<file path="src/pkg/eeprom_host_pkg.sv">
// Constants and types shared by the byte-port EEPROM host controller
package eeprom_host_pkg;
    localparam int ADDR_W = 13;
    localparam int DATA_W = 8;
    localparam int COL_W  = 5;
    localparam int CLK_PERIOD_NS = 25;
    // Strobe low times
    localparam int BYTE_PULSE_STD_MS  = 9;
    localparam int BYTE_PULSE_FAST_MS = 1;
    localparam int CLEAR_PULSE_MS     = 10;
    localparam int BYTE_PULSE_STD_CYC  = (BYTE_PULSE_STD_MS * 1000000 + CLK_PERIOD_NS - 1)
                                         / CLK_PERIOD_NS;
    localparam int BYTE_PULSE_FAST_CYC = (BYTE_PULSE_FAST_MS * 1000000 + CLK_PERIOD_NS - 1)
                                         / CLK_PERIOD_NS;
    localparam int CLEAR_PULSE_CYC     = (CLEAR_PULSE_MS * 1000000 + CLK_PERIOD_NS - 1)
                                         / CLK_PERIOD_NS;
    // Setup, access and recovery
    localparam int SETUP_NS          = 50;
    localparam int WRITE_RECOVER_NS  = 50;
    localparam int READ_RECOVER_NS   = 1000;
    localparam int ADDR_ACCESS_NS    = 350;
    localparam int SETUP_CYC         = (SETUP_NS + CLK_PERIOD_NS - 1) / CLK_PERIOD_NS;
    localparam int WRITE_RECOVER_CYC = (WRITE_RECOVER_NS + CLK_PERIOD_NS - 1) / CLK_PERIOD_NS;
    localparam int READ_RECOVER_CYC  = (READ_RECOVER_NS + CLK_PERIOD_NS - 1) / CLK_PERIOD_NS;
    localparam int ADDR_ACCESS_CYC   = (ADDR_ACCESS_NS + CLK_PERIOD_NS - 1) / CLK_PERIOD_NS;
    localparam int CNT_W = 24;
    localparam logic [DATA_W-1:0] ERASED_BYTE = 8'hFF;
    typedef enum logic [1:0] {
        OP_READ,
        OP_WRITE,
        OP_CLEAR
    } op_t;
endpackage : eeprom_host_pkg

</file>
<file path="src/core/eeprom_wait_timer.sv">
// Down counter that paces the phases of a host cycle
`timescale 1ns/10ps
module eeprom_wait_timer #(
    parameter int CNT_W = 24
) (
    // Clock and reset
    input  wire logic             i_core_clk,
    input  wire logic             i_rst,
    // Control
    input  wire logic             i_load,
    input  wire logic [CNT_W-1:0] i_count,
    // Status
    output logic                  o_done
);
    logic [CNT_W-1:0] cnt_ff;
    logic [CNT_W-1:0] nxt_cnt;

    always_comb begin
        nxt_cnt = cnt_ff;
        if (i_load) begin
            nxt_cnt = i_count;
        end else if (cnt_ff != '0) begin
            nxt_cnt = cnt_ff - 1'b1;
        end
    end

    always_ff @(posedge i_core_clk or posedge i_rst) begin
        if (i_rst) begin
            cnt_ff <= '0;
        end else begin
            cnt_ff <= nxt_cnt;
        end
    end

    // Done depends on the count only, so a load decided from it forms no loop
    assign o_done = (cnt_ff == '0);
endmodule : eeprom_wait_timer

</file>
<file path="src/core/eeprom_host_ctrl.sv">
// Host controller driving a byte-wide latched EEPROM through its pins
// Notes on behaviour
// Device decodes read, standby, erase/write and array clear from pin levels.
// Host sets address first, then selects, keeping strobe high during reads.
// Device drives data only when selected with output drive low.
// Device read latches are transparent; data follows address.
// Host erases a byte before writing new data to it.
// Erase: address, select low, drive high, all ones on data, strobe low.
// Device captures address, controls and data on falling strobe.
// Standard part needs byte erase/write strobe low at least 9 ms.
// Fast part needs byte erase/write strobe low at least 1 ms.
// After hold, host may release inputs; device ignores them.
// Byte write uses erase sequence with true data on data lines.
// Array clear erases every byte, ignoring address and data.
// Host holds strobe low at least 10 ms for array clear.
// Device holds latched inputs and ignores pins until recovery ends.
// Device latches reopen only after recovery following strobe rise.
// Host waits 50 ns before next write, 1 us before a read; after a write or clear the code waits 1 us before either.
// Device refuses writes until a falling strobe after power-up.
// Device writes only with select and drive at byte write levels.
// Array is 8192 bytes, thirteen address lines, five column bits.
// Erased byte reads back as all ones.
`timescale 1ns/10ps
module eeprom_host_ctrl #(
    parameter int ADDR_W          = eeprom_host_pkg::ADDR_W,
    parameter int DATA_W          = eeprom_host_pkg::DATA_W,
    parameter int BYTE_PULSE_STD  = eeprom_host_pkg::BYTE_PULSE_STD_CYC,
    parameter int BYTE_PULSE_FAST = eeprom_host_pkg::BYTE_PULSE_FAST_CYC,
    parameter int CLEAR_PULSE     = eeprom_host_pkg::CLEAR_PULSE_CYC
) (
    // Clock and reset
    input  wire logic              i_core_clk,
    input  wire logic              i_rst,
    // Command port
    input  wire logic              i_req_valid,
    input  wire logic [1:0]        i_req_op,
    input  wire logic [ADDR_W-1:0] i_req_addr,
    input  wire logic [DATA_W-1:0] i_req_data,
    input  wire logic              i_fast_part,
    output logic                   o_req_ready,
    output logic                   o_rsp_valid,
    output logic [DATA_W-1:0]      o_rsp_data,
    output logic                   o_busy,
    // Device pins
    output logic [ADDR_W-1:0]      o_mem_addr,
    output logic                   o_select_n,
    output logic                   o_out_drive_n,
    output logic                   o_wr_strobe_n,
    output logic                   o_array_clear_n,
    input  wire logic [DATA_W-1:0] i_mem_data,
    output logic [DATA_W-1:0]      o_mem_data,
    output logic                   o_mem_data_oe
);
    typedef enum logic [3:0] {
        ST_IDLE,
        ST_RD_ADDR,
        ST_RD_ACCESS,
        ST_ER_SETUP,
        ST_ER_PULSE,
        ST_ER_RECOVER,
        ST_WR_SETUP,
        ST_WR_PULSE,
        ST_CLR_SETUP,
        ST_CLR_PULSE,
        ST_RECOVER
    } state_t;

    localparam logic [eeprom_host_pkg::CNT_W-1:0] SETUP_C =
        eeprom_host_pkg::CNT_W'(eeprom_host_pkg::SETUP_CYC);
    localparam logic [eeprom_host_pkg::CNT_W-1:0] ACCESS_C =
        eeprom_host_pkg::CNT_W'(eeprom_host_pkg::ADDR_ACCESS_CYC);
    localparam logic [eeprom_host_pkg::CNT_W-1:0] WREC_C =
        eeprom_host_pkg::CNT_W'(eeprom_host_pkg::WRITE_RECOVER_CYC);
    localparam logic [eeprom_host_pkg::CNT_W-1:0] RREC_C =
        eeprom_host_pkg::CNT_W'(eeprom_host_pkg::READ_RECOVER_CYC);

    state_t                              state_ff;
    state_t                              nxt_state;
    logic [ADDR_W-1:0]                   addr_ff;
    logic [ADDR_W-1:0]                   nxt_addr;
    logic [DATA_W-1:0]                   wdata_ff;
    logic [DATA_W-1:0]                   nxt_wdata;
    logic [DATA_W-1:0]                   rdata_ff;
    logic [DATA_W-1:0]                   nxt_rdata;
    logic                                rsp_ff;
    logic                                nxt_rsp;
    logic                                last_wr_ff;
    logic                                nxt_last_wr;
    logic                                tmr_load;
    logic [eeprom_host_pkg::CNT_W-1:0]   tmr_count;
    logic                                tmr_done;
    logic [eeprom_host_pkg::CNT_W-1:0]   byte_pulse;

    eeprom_wait_timer #(
        .CNT_W (eeprom_host_pkg::CNT_W)
    ) u_timer (
        .i_core_clk (i_core_clk),
        .i_rst      (i_rst),
        .i_load     (tmr_load),
        .i_count    (tmr_count),
        .o_done     (tmr_done)
    );

    // Fast part shortens byte pulses only; clear pulse is unchanged
    assign byte_pulse = i_fast_part ? eeprom_host_pkg::CNT_W'(BYTE_PULSE_FAST)
                                    : eeprom_host_pkg::CNT_W'(BYTE_PULSE_STD);

    always_comb begin
        nxt_state   = state_ff;
        nxt_addr    = addr_ff;
        nxt_wdata   = wdata_ff;
        nxt_rdata   = rdata_ff;
        nxt_rsp     = 1'b0;
        nxt_last_wr = last_wr_ff;
        tmr_load    = 1'b0;
        tmr_count   = '0;
        case (state_ff)
            ST_IDLE: begin
                if (i_req_valid && tmr_done) begin
                    nxt_addr  = i_req_addr;
                    nxt_wdata = i_req_data;
                    tmr_load  = 1'b1;
                    case (i_req_op)
                        eeprom_host_pkg::OP_READ: begin
                            // Address settles before select falls
                            tmr_count = SETUP_C;
                            nxt_state = ST_RD_ADDR;
                        end
                        eeprom_host_pkg::OP_WRITE: begin
                            tmr_count = SETUP_C;
                            nxt_state = ST_ER_SETUP;
                        end
                        eeprom_host_pkg::OP_CLEAR: begin
                            tmr_count = SETUP_C;
                            nxt_state = ST_CLR_SETUP;
                        end
                        default: begin
                            tmr_load  = 1'b0;
                            nxt_state = ST_IDLE;
                        end
                    endcase
                end
            end
            ST_RD_ADDR: begin
                if (tmr_done) begin
                    tmr_load  = 1'b1;
                    tmr_count = ACCESS_C;
                    nxt_state = ST_RD_ACCESS;
                end
            end
            ST_RD_ACCESS: begin
                if (tmr_done) begin
                    nxt_rdata   = i_mem_data;
                    nxt_rsp     = 1'b1;
                    nxt_last_wr = 1'b0;
                    nxt_state   = ST_IDLE;
                end
            end
            ST_ER_SETUP: begin
                if (tmr_done) begin
                    tmr_load  = 1'b1;
                    tmr_count = byte_pulse;
                    nxt_state = ST_ER_PULSE;
                end
            end
            ST_ER_PULSE: begin
                if (tmr_done) begin
                    tmr_load  = 1'b1;
                    tmr_count = WREC_C;
                    nxt_state = ST_ER_RECOVER;
                end
            end
            ST_ER_RECOVER: begin
                if (tmr_done) begin
                    tmr_load  = 1'b1;
                    tmr_count = SETUP_C;
                    nxt_state = ST_WR_SETUP;
                end
            end
            ST_WR_SETUP: begin
                if (tmr_done) begin
                    tmr_load  = 1'b1;
                    tmr_count = byte_pulse;
                    nxt_state = ST_WR_PULSE;
                end
            end
            ST_WR_PULSE, ST_CLR_PULSE: begin
                if (tmr_done) begin
                    nxt_last_wr = 1'b1;
                    nxt_state   = ST_RECOVER;
                end
            end
            ST_CLR_SETUP: begin
                if (tmr_done) begin
                    tmr_load  = 1'b1;
                    tmr_count = eeprom_host_pkg::CNT_W'(CLEAR_PULSE);
                    nxt_state = ST_CLR_PULSE;
                end
            end
            ST_RECOVER: begin
                nxt_rsp   = 1'b1;
                tmr_load  = 1'b1;
                // Same read-length gap RREC_C before any next request, write or read
                tmr_count = RREC_C;
                nxt_state = ST_IDLE;
            end
            default: begin
                nxt_state = ST_IDLE;
            end
        endcase
    end

    always_ff @(posedge i_core_clk or posedge i_rst) begin
        if (i_rst) begin
            state_ff   <= ST_IDLE;
            addr_ff    <= '0;
            wdata_ff   <= '0;
            rdata_ff   <= '0;
            rsp_ff     <= 1'b0;
            last_wr_ff <= 1'b0;
        end else begin
            state_ff   <= nxt_state;
            addr_ff    <= nxt_addr;
            wdata_ff   <= nxt_wdata;
            rdata_ff   <= nxt_rdata;
            rsp_ff     <= nxt_rsp;
            last_wr_ff <= nxt_last_wr;
        end
    end

    // Pin drive decoded from state
    always_comb begin
        o_select_n      = 1'b1;
        o_out_drive_n   = 1'b1;
        o_wr_strobe_n   = 1'b1;
        o_array_clear_n = 1'b1;
        o_mem_data_oe   = 1'b0;
        o_mem_data      = wdata_ff;
        case (state_ff)
            ST_RD_ACCESS: begin
                o_select_n    = 1'b0;
                o_out_drive_n = 1'b0;
            end
            ST_ER_SETUP, ST_ER_PULSE: begin
                o_select_n    = 1'b0;
                o_mem_data_oe = 1'b1;
                o_mem_data    = eeprom_host_pkg::ERASED_BYTE;
                o_wr_strobe_n = (state_ff != ST_ER_PULSE);
            end
            ST_WR_SETUP, ST_WR_PULSE: begin
                o_select_n    = 1'b0;
                o_mem_data_oe = 1'b1;
                o_wr_strobe_n = (state_ff != ST_WR_PULSE);
            end
            ST_CLR_SETUP, ST_CLR_PULSE: begin
                o_select_n      = 1'b0;
                o_array_clear_n = 1'b0;
                o_wr_strobe_n   = (state_ff != ST_CLR_PULSE);
            end
            default: begin
                o_select_n = 1'b1;
            end
        endcase
    end

    assign o_mem_addr  = addr_ff;
    assign o_rsp_valid = rsp_ff;
    assign o_rsp_data  = rdata_ff;
    assign o_req_ready = (state_ff == ST_IDLE) && tmr_done;
    assign o_busy      = !o_req_ready;

    // Strobe never falls while data is being driven from the device side
    a_strobe_no_read: assert property (@(posedge i_core_clk) disable iff (i_rst)
        !o_wr_strobe_n |-> o_out_drive_n)
        else $error("strobe low while output drive active");
    a_erase_all_ones: assert property (@(posedge i_core_clk) disable iff (i_rst)
        (state_ff == ST_ER_PULSE) |-> (o_mem_data == eeprom_host_pkg::ERASED_BYTE && o_mem_data_oe))
        else $error("erase pulse without all ones");
    a_byte_pulse_len: assert property (@(posedge i_core_clk) disable iff (i_rst)
        $fell(o_wr_strobe_n) && o_array_clear_n && i_fast_part |->
        !o_wr_strobe_n [*8])
        else $error("byte strobe pulse too short");
    a_erase_then_write: assert property (@(posedge i_core_clk) disable iff (i_rst)
        (state_ff == ST_WR_SETUP) && $changed(state_ff) |-> $past(state_ff) == ST_ER_RECOVER)
        else $error("write not preceded by erase");
    a_read_select: assert property (@(posedge i_core_clk) disable iff (i_rst)
        $fell(o_select_n) && !o_out_drive_n |-> $past(o_mem_addr) == o_mem_addr)
        else $error("address moved as select fell");
    a_recover_gap: assert property (@(posedge i_core_clk) disable iff (i_rst)
        $rose(o_wr_strobe_n) |-> o_select_n [*2])
        else $error("recovery gap too short");
    a_clear_pulse: assert property (@(posedge i_core_clk) disable iff (i_rst)
        $fell(o_wr_strobe_n) && !o_array_clear_n |-> !o_wr_strobe_n [*8])
        else $error("clear strobe pulse too short");
    a_no_oe_on_read: assert property (@(posedge i_core_clk) disable iff (i_rst)
        !o_out_drive_n |-> !o_mem_data_oe)
        else $error("bus contention on read");
endmodule : eeprom_host_ctrl

</file>
<file path="config.mk">
export PLATFORM = sky130hd
export DESIGN_NAME = eeprom_host_ctrl
export DESIGN_NICKNAME = d
export VERILOG_FILES = /design/src/pkg/eeprom_host_pkg.sv /design/src/core/eeprom_wait_timer.sv /design/src/core/eeprom_host_ctrl.sv
export SDC_FILE = /design/constraint.sdc
export NUM_CORES = 1
export LEC_CHECK = 0
export BUFFER_PORTS_ARGS = -buffer_cell sky130_fd_sc_hd__clkbuf_2
export CORE_ASPECT_RATIO = 0.6
export CORE_MARGIN = 2
export CORE_UTILIZATION = 43
export DETAILED_ROUTE_END_ITERATION = 12
export PLACE_DENSITY_LB_ADDON = 0.2
export SLEW_MARGIN = 25
export SYNTH_ARGS = -nofsm -noshare
export SYNTH_HDL_FRONTEND = slang
export SYNTH_SLANG_ARGS = --single-unit
</file>
<file path="constraint.sdc">
create_clock -name i_core_clk -period 3.3 [get_ports i_core_clk]
set_input_delay 0.66 -clock i_core_clk [delete_from_list [all_inputs] [get_ports i_core_clk]]
set_output_delay 0.66 -clock i_core_clk [all_outputs]
set_load 0.03 [all_outputs]
</file>
==> results.yml <==
critical_path:
  startpoint: "u_timer.cnt_ff[0]$_DFFE_PP0P_"
  critPathCaptureType: "output pin"
  reg2regPathDepth: 7
  worstReg2RegStart: "u_timer.cnt_ff[0]$_DFFE_PP0P_"
  endpoint: "o_busy"
  rrSetupSlack_ns: 0.55
  cp-start-kind: "flip-flop"
  cp_data_required_time_ns: 2.64
  r2r-end: "wdata_ff[6]$_DFFE_PP0P_"
  crit_type: "reg2out"
  crit_fanout: 4
  arrival_ns: 2.31
detailed_routing:
  routedWlPerCell_um: 15.38
  drt_iter0_drc: 177
  dr.pass1.iters: 5
  drcViolationCount: 0
  via_per_inst: 5.267
  ant_nets: 0
  via_count: 2344
  routed_wl_um: 6842
clock_tree:
  htreeDepth: 3
  numCtsBuffers: 9
  cts_tree: "built"
  cts.hold.buffers_added: 0
  post_cts_resized: 0
  post-cts-setup-buffer-count: 0
  clkTransAtPathRegs_ns: 0.05
  cts_root_buffer: "clkbuf_16"
  clock-sinks: 58
  clockBufferDepth: 2
  clk_latency_ns: 0.32
finish:
  antenna_cells: 0
  final_common_cell: "clkbuf_2"
  nNetsFinal: 392
  mostFrequentLayoutCells: "clkbuf_2, dfrtp_1, nor2_1, mux2_4, nand2_1"
  drive_gt1_share_pct: 37.15
  areaGrowthSynthToFinish_pct: 24.35
floorplan:
  start_util_pct: 44.72
  design.core.area_um2: 6734
  die-height_um: 68.83
  fp.dieArea_um2: 7711
  row_count: 23
  ioPinCount: 72
  die_x_um: 112.0
synth:
  syn_nets: 316
  yosysUniqueCellTypes: 48
  synth_area_leader_cell: "dfrtp_1"
  seq_area_frac_synth_pct: 48.19
  async_flop_share_pct: 100.0
  syn-mean-instance-area_um2: 10.79
  ys_seq_elements: 58
  synth_cells: 279
  synth_area_um2: 3012
  synth_top_area_share_pct: 48.19
  synth_area_leaders: "dfrtp_1, mux2_4, xnor2_1"
  yosysWarningCount: 0
  synth_flop_cell: "dfrtp_1"
  synth_edf_count: 0
sta:
  tightest_slew_ns: 0.7343
  holdWs_ns: 0.3853
  max_freq_ghz: 0.3366
  slew_headroom_pct: 50.35
  rsz0062_at_grt: "false"
  final-setup-viol-count: 0
  hold_viol: 0
  post-route-min-period_ns: 2.971
  slew_violations: 0
  setup_tns_ns: 0
  skew_ns: 0.004481
  fin_crit_sh_pct: 90.03
pwr:
  p_leak_uw: 0.001930
  vdd_drop_max_v: 0.0002786
  power_density_nw_per_um2: 442.2
outcome:
  status: "complete, no violations"
global_route:
  grt_pass1_vias: 2135
  gr-usage-all-layers_pct: 18.27
  grt_overflow: 0
  grt_antenna_before_repair: 0
  grt_max_degree: 28
  grt_first_pass_wirelength_um: 10740
place:
  dp_hpwl_um: 5087
  io_buffers: 71
  place.gp.congestion: 0.8704
min_path:
  hp-class: "in2async"
flow_run:
  maxCapViolations: 0
## area by class of cell
type | count | area, µm²
multi-input combinational | 200 | 1461
inverter | 10 | 37.54
clock inverter | 3 | 40.04
tap | 87 | 108.9
clock buffer | 11 | 252.7
sequential | 58 | 1451
timing repair buffer | 76 | 392.9
fill | 588 | 2989
## critical path, cell delays in order (launching register included)
cell	delay (ns)
dfrtp_1	0.39
inv_1	0.13
ha_1	0.15
nor4b_1	0.60
and3b_1	0.27
and3_2	0.22
inv_1	0.05
clkbuf_2	0.18
## cell families (layout without fill, tap and decap cells)
logic type / after synthesis / after routing / share of synthesized area [%]
and+or+nand+nor: 102 / 102 / 18.45
DFF: 58 / 58 / 48.19
AOI/OAI and AO/OA: 43 / 43 / 8.933
muxes: 29 / 29 / 13.34
xor gates and xnor gates: 24 / 24 / 6.980
buffers and inverters: 21 / 100 / 3.282
adders and majority gates: 2 / 2 / 0.8308
## worst min path at each step
stage	from	endpoint	slack, ns
after CTS	i_rst	o_mem_addr[7]$_DFFE_PP0P_	0.41
after detailed placement	o_rsp_data[4]$_DFFE_PP0P_	o_rsp_data[4]$_DFFE_PP0P_	0.48
after global placement	o_rsp_data[4]$_DFFE_PP0P_	o_rsp_data[4]$_DFFE_PP0P_	0.47
after global routing	i_rst	o_mem_addr[7]$_DFFE_PP0P_	0.44
final	i_rst	o_mem_addr[7]$_DFFE_PP0P_	0.39
after floorplan	wdata_ff[0]$_DFFE_PP0P_	wdata_ff[0]$_DFFE_PP0P_	0.47
## power breakdown
group	total [µW]	switching, µW	leakage, µW	internal (µW)
logic	41.2	23.5	0.00104	17.6
registers	713	0	0.000743	713
clock network	902	290	0.000147	612
total	1660	314	0.00193	1340
## per-layer routing
layer	share of wire, %	global-route usage [%]	vias up	routed length [µm]
met5	0	0	-	0
met4	0.64	5.183	0	44
met3	7.4	6.731	6	506
met2	42	24.55	82	2861
met1	50	27.23	1125	3430
li1	-	-	1131	-
## cells in the mapped netlist, drive strengths merged, types with 2 or more instances
master	instances
clkbuf	7
o21ai	13
or2	9
o22ai	5
and3	3
a31oi	3
inv	10
a311oi	2
mux2	29
nor4	9
a311o	2
nand3	10
a21o	2
xnor2	16
nor3b	3
and2	3
nor3	6
a21oi	10
buf	4
nand4	3
nand2	19
ha	2
xor2	8
nor2	31
dfrtp	58
## flip-flops by register name (all words and copies together), names as in the netlist
name	flops
wdata_ff	8
u_timer.cnt_ff	24
o_mem_addr	13
state_ff	4
o_rsp_data	8
o_rsp_valid	1
## stage by stage
stage | instances | total power, µW | utilization [%] | instance area [µm²] | worst slack [ns]
detailed placement | 431 | 767.0 | 51.26 | 3452 | 0.5313
global placement | 431 | 766.5 | 51.26 | 3452 | 0.6267
global route | 445 | 1712 | 55.61 | 3745 | 0.1514
finish | 445 | 1656 | 55.61 | 3745 | 0.3290
CTS | 445 | 1677 | 55.61 | 3745 | 0.3103
floorplan | 279 | 738.0 | - | 3012 | 0.7288
No activity file was read; power rests on OpenSTA's default activity.
